`src/hdl/pnir_params.svh`:
```
// What this block does
// [RULE1] Local next-page flag, writable, resets zero
// [RULE2] Message-page flag resets one; bit 14 zero
// [RULE3] Local second-acknowledge flag, writable, resets zero
// [RULE4] Local toggle read-only, shows previous sent toggle
// [RULE5] Eleven-bit writable message field, resets 001
// [RULE6] Partner page read-only, captured, acknowledge on receipt
// [RULE7] Partner second-acknowledge shows partner can act
// [RULE8] Partner toggle reads inverse of previous toggle
// [RULE9] Sixteen-bit receive error counter, read-only
// [RULE10] Eight interrupt enables in upper byte
// [RULE11] Eight event flags in lower byte
// [RULE12] Reading interrupt register clears event flags
// [RULE13] Interrupt asserted while enabled flag set
// [RULE14] Polarity bit selects interrupt pin level
// [RULE15] Crossover disable bit, writable, resets zero
// [RULE16] Energy detect bit shows receive signal
// [RULE17] Force-link bit bypasses link control
// [RULE18] Power-saving bit, writable, resets one
// [RULE19] Jabber enable bit gates jabber counter
// [RULE20] Auto-negotiation complete bit shows finish
`ifndef PNIR_PARAMS_SVH
`define PNIR_PARAMS_SVH
`define PNIR_ADDR_W        5
`define PNIR_OFF_LNP       5'h07
`define PNIR_OFF_PNP       5'h08
`define PNIR_OFF_RXERR     5'h15
`define PNIR_OFF_INT       5'h1b
`define PNIR_OFF_CTRL      5'h1f
`define PNIR_LNP_NEXT      15
`define PNIR_LNP_MSGPG     13
`define PNIR_LNP_ACK2      12
`define PNIR_LNP_TOGGLE    11
`define PNIR_MSG_RST       11'h001
`define PNIR_CTRL_XOVER    13
`define PNIR_CTRL_ENERGY   12
`define PNIR_CTRL_FORCE    11
`define PNIR_CTRL_PSAVE    10
`define PNIR_CTRL_POL      9
`define PNIR_CTRL_JAB      8
`define PNIR_CTRL_ANDONE   7
`endif

```
`src/hdl/pnir_pkg.sv`:
```
`default_nettype none
package pnir_pkg;
	typedef logic [15:0] pnir_word_t;
	typedef logic [7:0]  pnir_evt_t;
endpackage
`default_nettype wire

```
`src/hdl/pnir_regs.sv`:
```
`include "pnir_params.svh"
`default_nettype none
module pnir_regs
	import pnir_pkg::*;
(
	input  wire logic                     core_clk,
	input  wire logic                     rst_n,
	input  wire logic [`PNIR_ADDR_W-1:0]  reg_addr,
	input  wire logic [15:0]              reg_wdata,
	input  wire logic                     reg_wr,
	input  wire logic                     reg_rd,
	output logic [15:0]                   reg_rdata,
	input  wire logic                     tx_word_sent,
	input  wire logic                     tx_toggle,
	input  wire logic                     rx_word_valid,
	input  wire logic [15:0]              rx_word,
	input  wire logic                     receive_error_tally,
	input  wire logic [7:0]               event_pulse,
	input  wire logic                     energy_present,
	input  wire logic                     an_complete,
	output logic                          irq_pin,
	output logic                          xover_disable,
	output logic                          force_link,
	output logic                          power_save_en,
	output logic                          jabber_count_en
);
	logic [15:0] rd_data_reg;
	logic        lnp_next_reg;
	logic        lnp_msgpg_reg;
	logic        lnp_ack2_reg;
	logic        lnp_toggle_reg;
	logic [10:0] lnp_msg_reg;
	pnir_word_t  pnp_reg;
	pnir_word_t  rxerr_reg;
	pnir_evt_t   int_en_reg;
	pnir_evt_t   int_flag_reg;
	pnir_evt_t   int_flag_next;
	logic        xover_reg;
	logic        force_reg;
	logic        psave_reg;
	logic        pol_reg;
	logic        jab_reg;
	logic        an_done_reg;
	logic [1:0]  energy_sync_reg;
	logic [1:0]  an_sync_reg;
	logic [1:0]  receive_error_tally_sync_reg;
	logic        receive_error_tally_prev_reg;
	logic        irq_active;

	function automatic logic hit(input logic [`PNIR_ADDR_W-1:0] off);
		hit = (reg_addr == off);
	endfunction

	// Status levels from the analog side arrive asynchronously
	always_ff @(posedge core_clk or negedge rst_n) begin
		if (!rst_n) begin
			energy_sync_reg <= 2'h0;
			an_sync_reg     <= 2'h0;
			receive_error_tally_sync_reg   <= 2'h0;
			receive_error_tally_prev_reg   <= 1'b0;
			an_done_reg     <= 1'b0;
		end else begin
			energy_sync_reg <= {energy_sync_reg[0], energy_present};
			an_sync_reg     <= {an_sync_reg[0], an_complete};
			receive_error_tally_sync_reg   <= {receive_error_tally_sync_reg[0], receive_error_tally};
			receive_error_tally_prev_reg   <= receive_error_tally_sync_reg[1];
			an_done_reg     <= an_sync_reg[1]; // RULE20
		end
	end

	always_ff @(posedge core_clk or negedge rst_n) begin
		if (!rst_n) begin
			lnp_next_reg  <= 1'b0;
			lnp_msgpg_reg <= 1'b1;
			lnp_ack2_reg  <= 1'b0;
			lnp_msg_reg   <= `PNIR_MSG_RST;
		end else if (reg_wr && hit(`PNIR_OFF_LNP)) begin
			lnp_next_reg  <= reg_wdata[`PNIR_LNP_NEXT]; // RULE1
			lnp_msgpg_reg <= reg_wdata[`PNIR_LNP_MSGPG]; // RULE2
			lnp_ack2_reg  <= reg_wdata[`PNIR_LNP_ACK2]; // RULE3
			lnp_msg_reg   <= reg_wdata[10:0]; // RULE5
		end
	end

	// Toggle follows the last word actually sent, not software
	always_ff @(posedge core_clk or negedge rst_n) begin
		if (!rst_n)
			lnp_toggle_reg <= 1'b0;
		else if (tx_word_sent)
			lnp_toggle_reg <= tx_toggle; // RULE4
	end

	// Partner word captured as received, except ack bit 14 set and toggle bit 11 taken from the inverted local toggle
	always_ff @(posedge core_clk or negedge rst_n) begin
		if (!rst_n)
			pnp_reg <= 16'h0000;
		else if (rx_word_valid) begin
			pnp_reg     <= rx_word; // RULE6 RULE7
			pnp_reg[14] <= 1'b1; // RULE6
			pnp_reg[11] <= ~lnp_toggle_reg; // RULE8
		end
	end

	// Counter saturates rather than wrapping to zero
	always_ff @(posedge core_clk or negedge rst_n) begin
		if (!rst_n)
			rxerr_reg <= 16'h0000;
		else if (receive_error_tally_sync_reg[1] && !receive_error_tally_prev_reg && rxerr_reg != 16'hffff)
			rxerr_reg <= rxerr_reg + 16'h0001; // RULE9
	end

	always_ff @(posedge core_clk or negedge rst_n) begin
		if (!rst_n)
			int_en_reg <= 8'h00;
		else if (reg_wr && hit(`PNIR_OFF_INT))
			int_en_reg <= reg_wdata[15:8]; // RULE10
	end

	// New events win over the clear on read
	always_comb begin
		int_flag_next = int_flag_reg;
		if (reg_rd && hit(`PNIR_OFF_INT))
			int_flag_next = 8'h00; // RULE12
		int_flag_next = int_flag_next | event_pulse; // RULE11
	end

	always_ff @(posedge core_clk or negedge rst_n) begin
		if (!rst_n)
			int_flag_reg <= 8'h00;
		else
			int_flag_reg <= int_flag_next;
	end

	always_ff @(posedge core_clk or negedge rst_n) begin
		if (!rst_n) begin
			xover_reg <= 1'b0;
			force_reg <= 1'b0;
			psave_reg <= 1'b1;
			pol_reg   <= 1'b0;
			jab_reg   <= 1'b1;
		end else if (reg_wr && hit(`PNIR_OFF_CTRL)) begin
			xover_reg <= reg_wdata[`PNIR_CTRL_XOVER]; // RULE15
			force_reg <= reg_wdata[`PNIR_CTRL_FORCE]; // RULE17
			psave_reg <= reg_wdata[`PNIR_CTRL_PSAVE]; // RULE18
			pol_reg   <= reg_wdata[`PNIR_CTRL_POL]; // RULE14
			jab_reg   <= reg_wdata[`PNIR_CTRL_JAB]; // RULE19
		end
	end

	assign irq_active = |(int_flag_reg & int_en_reg); // RULE13

	// Pin from a flop so polarity changes cannot glitch it
	always_ff @(posedge core_clk or negedge rst_n) begin
		if (!rst_n)
			irq_pin <= 1'b1;
		else
			irq_pin <= pol_reg ? irq_active : ~irq_active; // RULE14
	end

	always_ff @(posedge core_clk or negedge rst_n) begin
		if (!rst_n)
			rd_data_reg <= 16'h0000;
		else if (reg_rd) begin
			case (reg_addr)
				`PNIR_OFF_LNP:
					rd_data_reg <= {lnp_next_reg, 1'b0, lnp_msgpg_reg,
						lnp_ack2_reg, lnp_toggle_reg, lnp_msg_reg}; // RULE2
				`PNIR_OFF_PNP:   rd_data_reg <= pnp_reg;
				`PNIR_OFF_RXERR: rd_data_reg <= rxerr_reg;
				`PNIR_OFF_INT:   rd_data_reg <= {int_en_reg, int_flag_reg};
				`PNIR_OFF_CTRL:
					rd_data_reg <= {2'h0, xover_reg, energy_sync_reg[1],
						force_reg, psave_reg, pol_reg, jab_reg,
						an_done_reg, 7'h00}; // RULE16 RULE20
				default:         rd_data_reg <= 16'h0000;
			endcase
		end
	end

	assign reg_rdata       = rd_data_reg;
	assign xover_disable   = xover_reg;
	assign force_link      = force_reg;
	assign power_save_en   = psave_reg;
	assign jabber_count_en = jab_reg;
endmodule // pnir_regs
`default_nettype wire

```
`config.mk`:
```
export PLATFORM = sky130hd
export DESIGN_NAME = pnir_regs
export DESIGN_NICKNAME = d
export VERILOG_FILES = /design/src/hdl/pnir_pkg.sv /design/src/hdl/pnir_regs.sv
export VERILOG_INCLUDE_DIRS = /design/src /design/src/hdl
export SDC_FILE = /design/constraint.sdc
export NUM_CORES = 1
export LEC_CHECK = 0
export BUFFER_PORTS_ARGS = -buffer_cell sky130_fd_sc_hd__buf_2
export CORE_AREA = 2 2 67 133
export CTS_CLUSTER_DIAMETER = 80
export DETAILED_ROUTE_END_ITERATION = 8
export DIE_AREA = 0 0 69 135
export GPL_ROUTABILITY_DRIVEN = 0
export PLACE_DENSITY = 0.75
export SLEW_MARGIN = 20
export SYNTH_ARGS = -nofsm -noshare
export SYNTH_HDL_FRONTEND = slang
export SYNTH_SLANG_ARGS = --single-unit
```
`constraint.sdc`:
```
create_clock -name core_clk -period 1.7 [get_ports core_clk]
set_clock_uncertainty 0.05 [all_clocks]
set_input_delay 0.34 -clock core_clk [delete_from_list [all_inputs] [get_ports core_clk]]
set_output_delay 0.34 -clock core_clk [all_outputs]
set_load 0.02 [all_outputs]
```
-- Word level (Yosys, flattened, before mapping)
Cells that the tools add are included.
- $mul: 0
- reductions and logical operators: 8
- shift-type cells: 0
- mux-type cells: 3
- $add $sub $neg: 1
- eq/ne operators: 6
- bitwise gates (word level): 4
- $lt $le $gt $ge: 0
- divide/modulo/power cells: 0
- operator list (kind ; count):
    16-bit case mux with 5 select lines ; 1
    16-bit by 1-bit adder with 16-bit output (second input constant) ; 1
    16-bit inequality test (second input constant) ; 1
    5-bit equality test (second input constant) ; 3
    8-bit bitwise AND ; 1
    8-bit 2-to-1 mux ; 1
    8-bit bitwise OR ; 1
    8-bit OR reduction ; 1
    1-bit logical AND ; 6
    5-bit by 3-bit equality test with 1-bit output (second input constant) ; 1
    5-bit by 4-bit equality test with 1-bit output (second input constant) ; 1
    1-bit NOT ; 2
    1-bit logical NOT ; 1
    1-bit 2-to-1 mux ; 1
- bits in latches: 0
- word-level logic and storage cells: 43
- input port bits: 55
- memory bits (read-only): 0
- memories: 0
- bits in writable memories: 0
- register bits: 93

-- Longest topological paths before layout
- depth after elaboration: 4
- gate-level depth with buffers: 6
- gate-level depth less buffers: 5

-- Least setup slack after synthesis
No wires, ideal clock.
- kind: flip-flop to flip-flop
- start point: reg rxerr_reg[0]
- end point: reg rxerr_reg[2]
- clock period less this slack: 1.747 ns
- data arrival time: 1.572 ns
- setup slack: -0.047 ns
- stages on the path, launching flop included: 6
- cell sequence: dfrtp_1 ha_1 nand3_1 or4_4 and3_1 xor2_1
- word-level cells in the longest chain between the ends: 2
- RTL lines (what ; RTL line ; text):
    from (decl) ; pnir_regs.sv:34 ; pnir_word_t rxerr_reg;
    from (signal assigned) ; pnir_regs.sv:109 ; rxerr_reg <= rxerr_reg + 16'h0001;
    parallel branches: the longest is 2 deep, another holds 16-bit by 1-bit adder with 16-bit output ; - ;
Several ways; the timed one is not identified.
A chain may end at the register's enable or synchronous reset.

-- Worst setup path in the final report
Same ends and word-level chain as after synthesis.

==> results_dict.tcl <==
set metrics [dict create \
    status "complete, but fails checks" \
    violations "setup timing" \
    crit_required_ps 1870 \
    r2r_slack_ps -9 \
    nets 498 \
    htree_levels 3 \
    grt-ovfl-total 0 \
    row_count 47 \
    arrival_ps 1880 \
    rsz0062_at_grt "yes" \
    core_area_mm2 0.00823 \
    fin_crit_ps 1710 \
    slew_violations 0 \
    wirelength_mm 10.4 \
    worstReg2RegEnd "rxerr_reg[2]" \
    p_comb_frac 0.171 \
    dpl.hpwl_mm 7.98 \
    port_buffers 73 \
    synth_ff_type "dfrtp_1" \
    antenna_found_initial 0 \
    yosysWarnings 0 \
    area_delta_synth_final_pct 28.9 \
    cts_tree "yes" \
    setup_viol 1 \
    endpoint "rxerr_reg[2]" \
    clock-root-buffer "clkbuf_16" \
    critPathLaunchType "flip-flop" \
    n_antenna_cell 0 \
    ys_seq_area_frac 0.572 \
    cts_buffer_depth 2 \
    vias_per_cell 5.73 \
    avgRoutedWirePerCell_um 19.1 \
    p_per_area_mw_per_mm2 1080 \
    synth.cell_area_mm2 0.00408 \
    clkPwrFrac 0.351 \
    clock_latency_ps 340 \
    io_pins 76 \
    finalPower_mw 5.68 \
    yosysMostFrequentCell "dfrtp_1" \
    clkTransAtPathRegs_ps 70 \
    relSlewSlack 0.616 \
    drive_gt1_frac 0.454 \
    fillers 681 \
    endpoint_kind "flip-flop" \
    preCtsSetupSlack_ps -155 \
    swShare 0.266 \
    synth_seq_cells 93 \
    crit_type "flip-flop to flip-flop" \
    r2r_start "rxerr_reg[0]" \
    synth_nets 378 \
    maxCapViolCount 0 \
    cts.sinks 93 \
    p_switching_mw 1.51 \
    yosys.area.top_type "dfrtp_1" \
    cts_buffers 9 \
    fin_cells 545 \
    grt_max_degree 34 \
    synth_enable_flop_cells 0 \
    worstMarginPinSlew_ps 561 \
    crit_start "rxerr_reg[0]" \
    initial_core_util 0.496 \
    place_area_mm2 0.00491 \
    synth_commonest_cells "88 x dfrtp_1, 42 x mux2_2, 17 x inv_1" \
    fin_crit_sh 1.01 \
    drt-initial-drc-count 264 \
    crit_fanout 4 \
    worst_slack_ps -9.36 \
    reg2reg_depth 5 \
    ant_nets 0 \
    synthArstFlopShare 1.00 \
    hold_path.class "primary input to flip-flop" \
    die_y_um 135 \
    seq_power_share 0.478 \
    grt_usage 0.231 \
    synth.avg_cell_area_um2 12.7 \
    grt_pass1_wl_mm 16.6 \
    synth_top_area_share 0.539 \
    ir_worst_vdd_uv 827 \
    seq_area_mm2 0.00233 \
    dieWidth_um 69 \
    finalSetupTns_ps -9.36 \
    p_leak_nw 2.51 \
    fin_area_mm2 0.00526 \
    place_inst 525 \
    vias 3124 \
    p_int_mw 4.17 \
    max_freq_ghz 0.585 \
    die-area_mm2 0.00932 \
    hold_viol 0 \
    grt_pass1_vias 3478 \
    multi_input_area_mm2 0.00167 \
    drt_pass1_iterations 5 \
    yosysUniqueCellTypes 48 \
    drcViolationCount 0 \
    synth_area_leaders "dfrtp_1 54%, mux2_2 12%, dfstp_2 3.2%, a22oi_1 2.0%, a222oi_1 2.0%" \
    synth_cells 322 \
]
==> critical path: stages, from the launching register on <==
cell and delay (ps):
dfrtp_1 400, ha_4 170, nand3_4 100, or4_4 570
and3_4 170, xor2_1 130
==> repair_timing <==
action / 4_1_cts / 5_1_grt
resized for setup: 0 / 4
endpoints found under the hold margin: 25 / 0
setup buffers: 2 / 1
endpoints found under the setup margin: 1 / 7
hold buffers: 1 / 0
pin swaps: 0 / 4
==> worst min path at each step <==
stage               slack (ps)           startpoint                         endpoint  cells past startpoint
floorplan                   -6                rst_n                      an_done_reg                      0
global placement           270                rst_n                       force_link                      1
detailed placement         270                rst_n                       pnp_reg[8]                      1
CTS                         40  receive_error_tally  receive_error_tally_sync_reg[0]                      1
global route                40       energy_present               energy_sync_reg[0]                      1
finish                      50  receive_error_tally  receive_error_tally_sync_reg[0]                      1
==> metal layers <==
| layer | vias to the layer above | global-route usage | part of all wire |
|---|---|---|---|
| met5 | - | 0 | 0 |
| met4 | 0 | 0.119 | 0.033 |
| met3 | 25 | 0.0388 | 0.032 |
| met2 | 96 | 0.438 | 0.58 |
| met1 | 1566 | 0.239 | 0.35 |
| li1 | 1437 | - | - |
==> power by group through the flow <==
stage	clock network (mW)	logic [mW]	registers (mW)
floorplan	0	0.417	2.77
global placement	0	0.877	2.74
detailed placement	0	0.927	2.75
CTS	2.03	0.975	2.71
global route	2.12	1.06	2.74
finish	1.99	0.973	2.71
==> through the flow <==
step | util | hold slack [ps]
CTS | 0.636 | 40.1
global route | 0.639 | 39.3
floorplan | - | -5.59
finish | 0.639 | 48.8
global placement | 0.596 | 271
detailed placement | 0.596 | 274
==> cell usage in the layout, fill, tap and decap left out, types with 9 or more instances in the layout <==
master	instances
nor3_1	9
and3_1	10
nor2_1	16
o22ai_1	9
dfrtp_1	88
xor2_1	9
mux2_2	42
buf_2	72
clkbuf_16	9
buf_4	44
inv_1	17
a22oi_1	11
==> area by class of cell <==
class	count	area share
Tap cell	98	0.0233
Clock inverter	7	0.0138
Clock buffer	9	0.0428
Multi-Input combinational cell	200	0.318
Timing Repair Buffer	121	0.147
Sequential cell	93	0.444
Inverter	17	0.0121
==> logic make-up (layout without fill, tap and decap cells) <==
family | Yosys count | in the layout | synth area share
buf+inv | 29 | 154 | 0.0306
simple gates | 84 | 84 | 0.128
flops | 93 | 93 | 0.572
mux | 43 | 43 | 0.120
compound gates | 57 | 57 | 0.115
fa+ha+maj | 1 | 1 | 0.00306
xor+xnor | 15 | 15 | 0.0322
(Power assumes the default switching activity.)
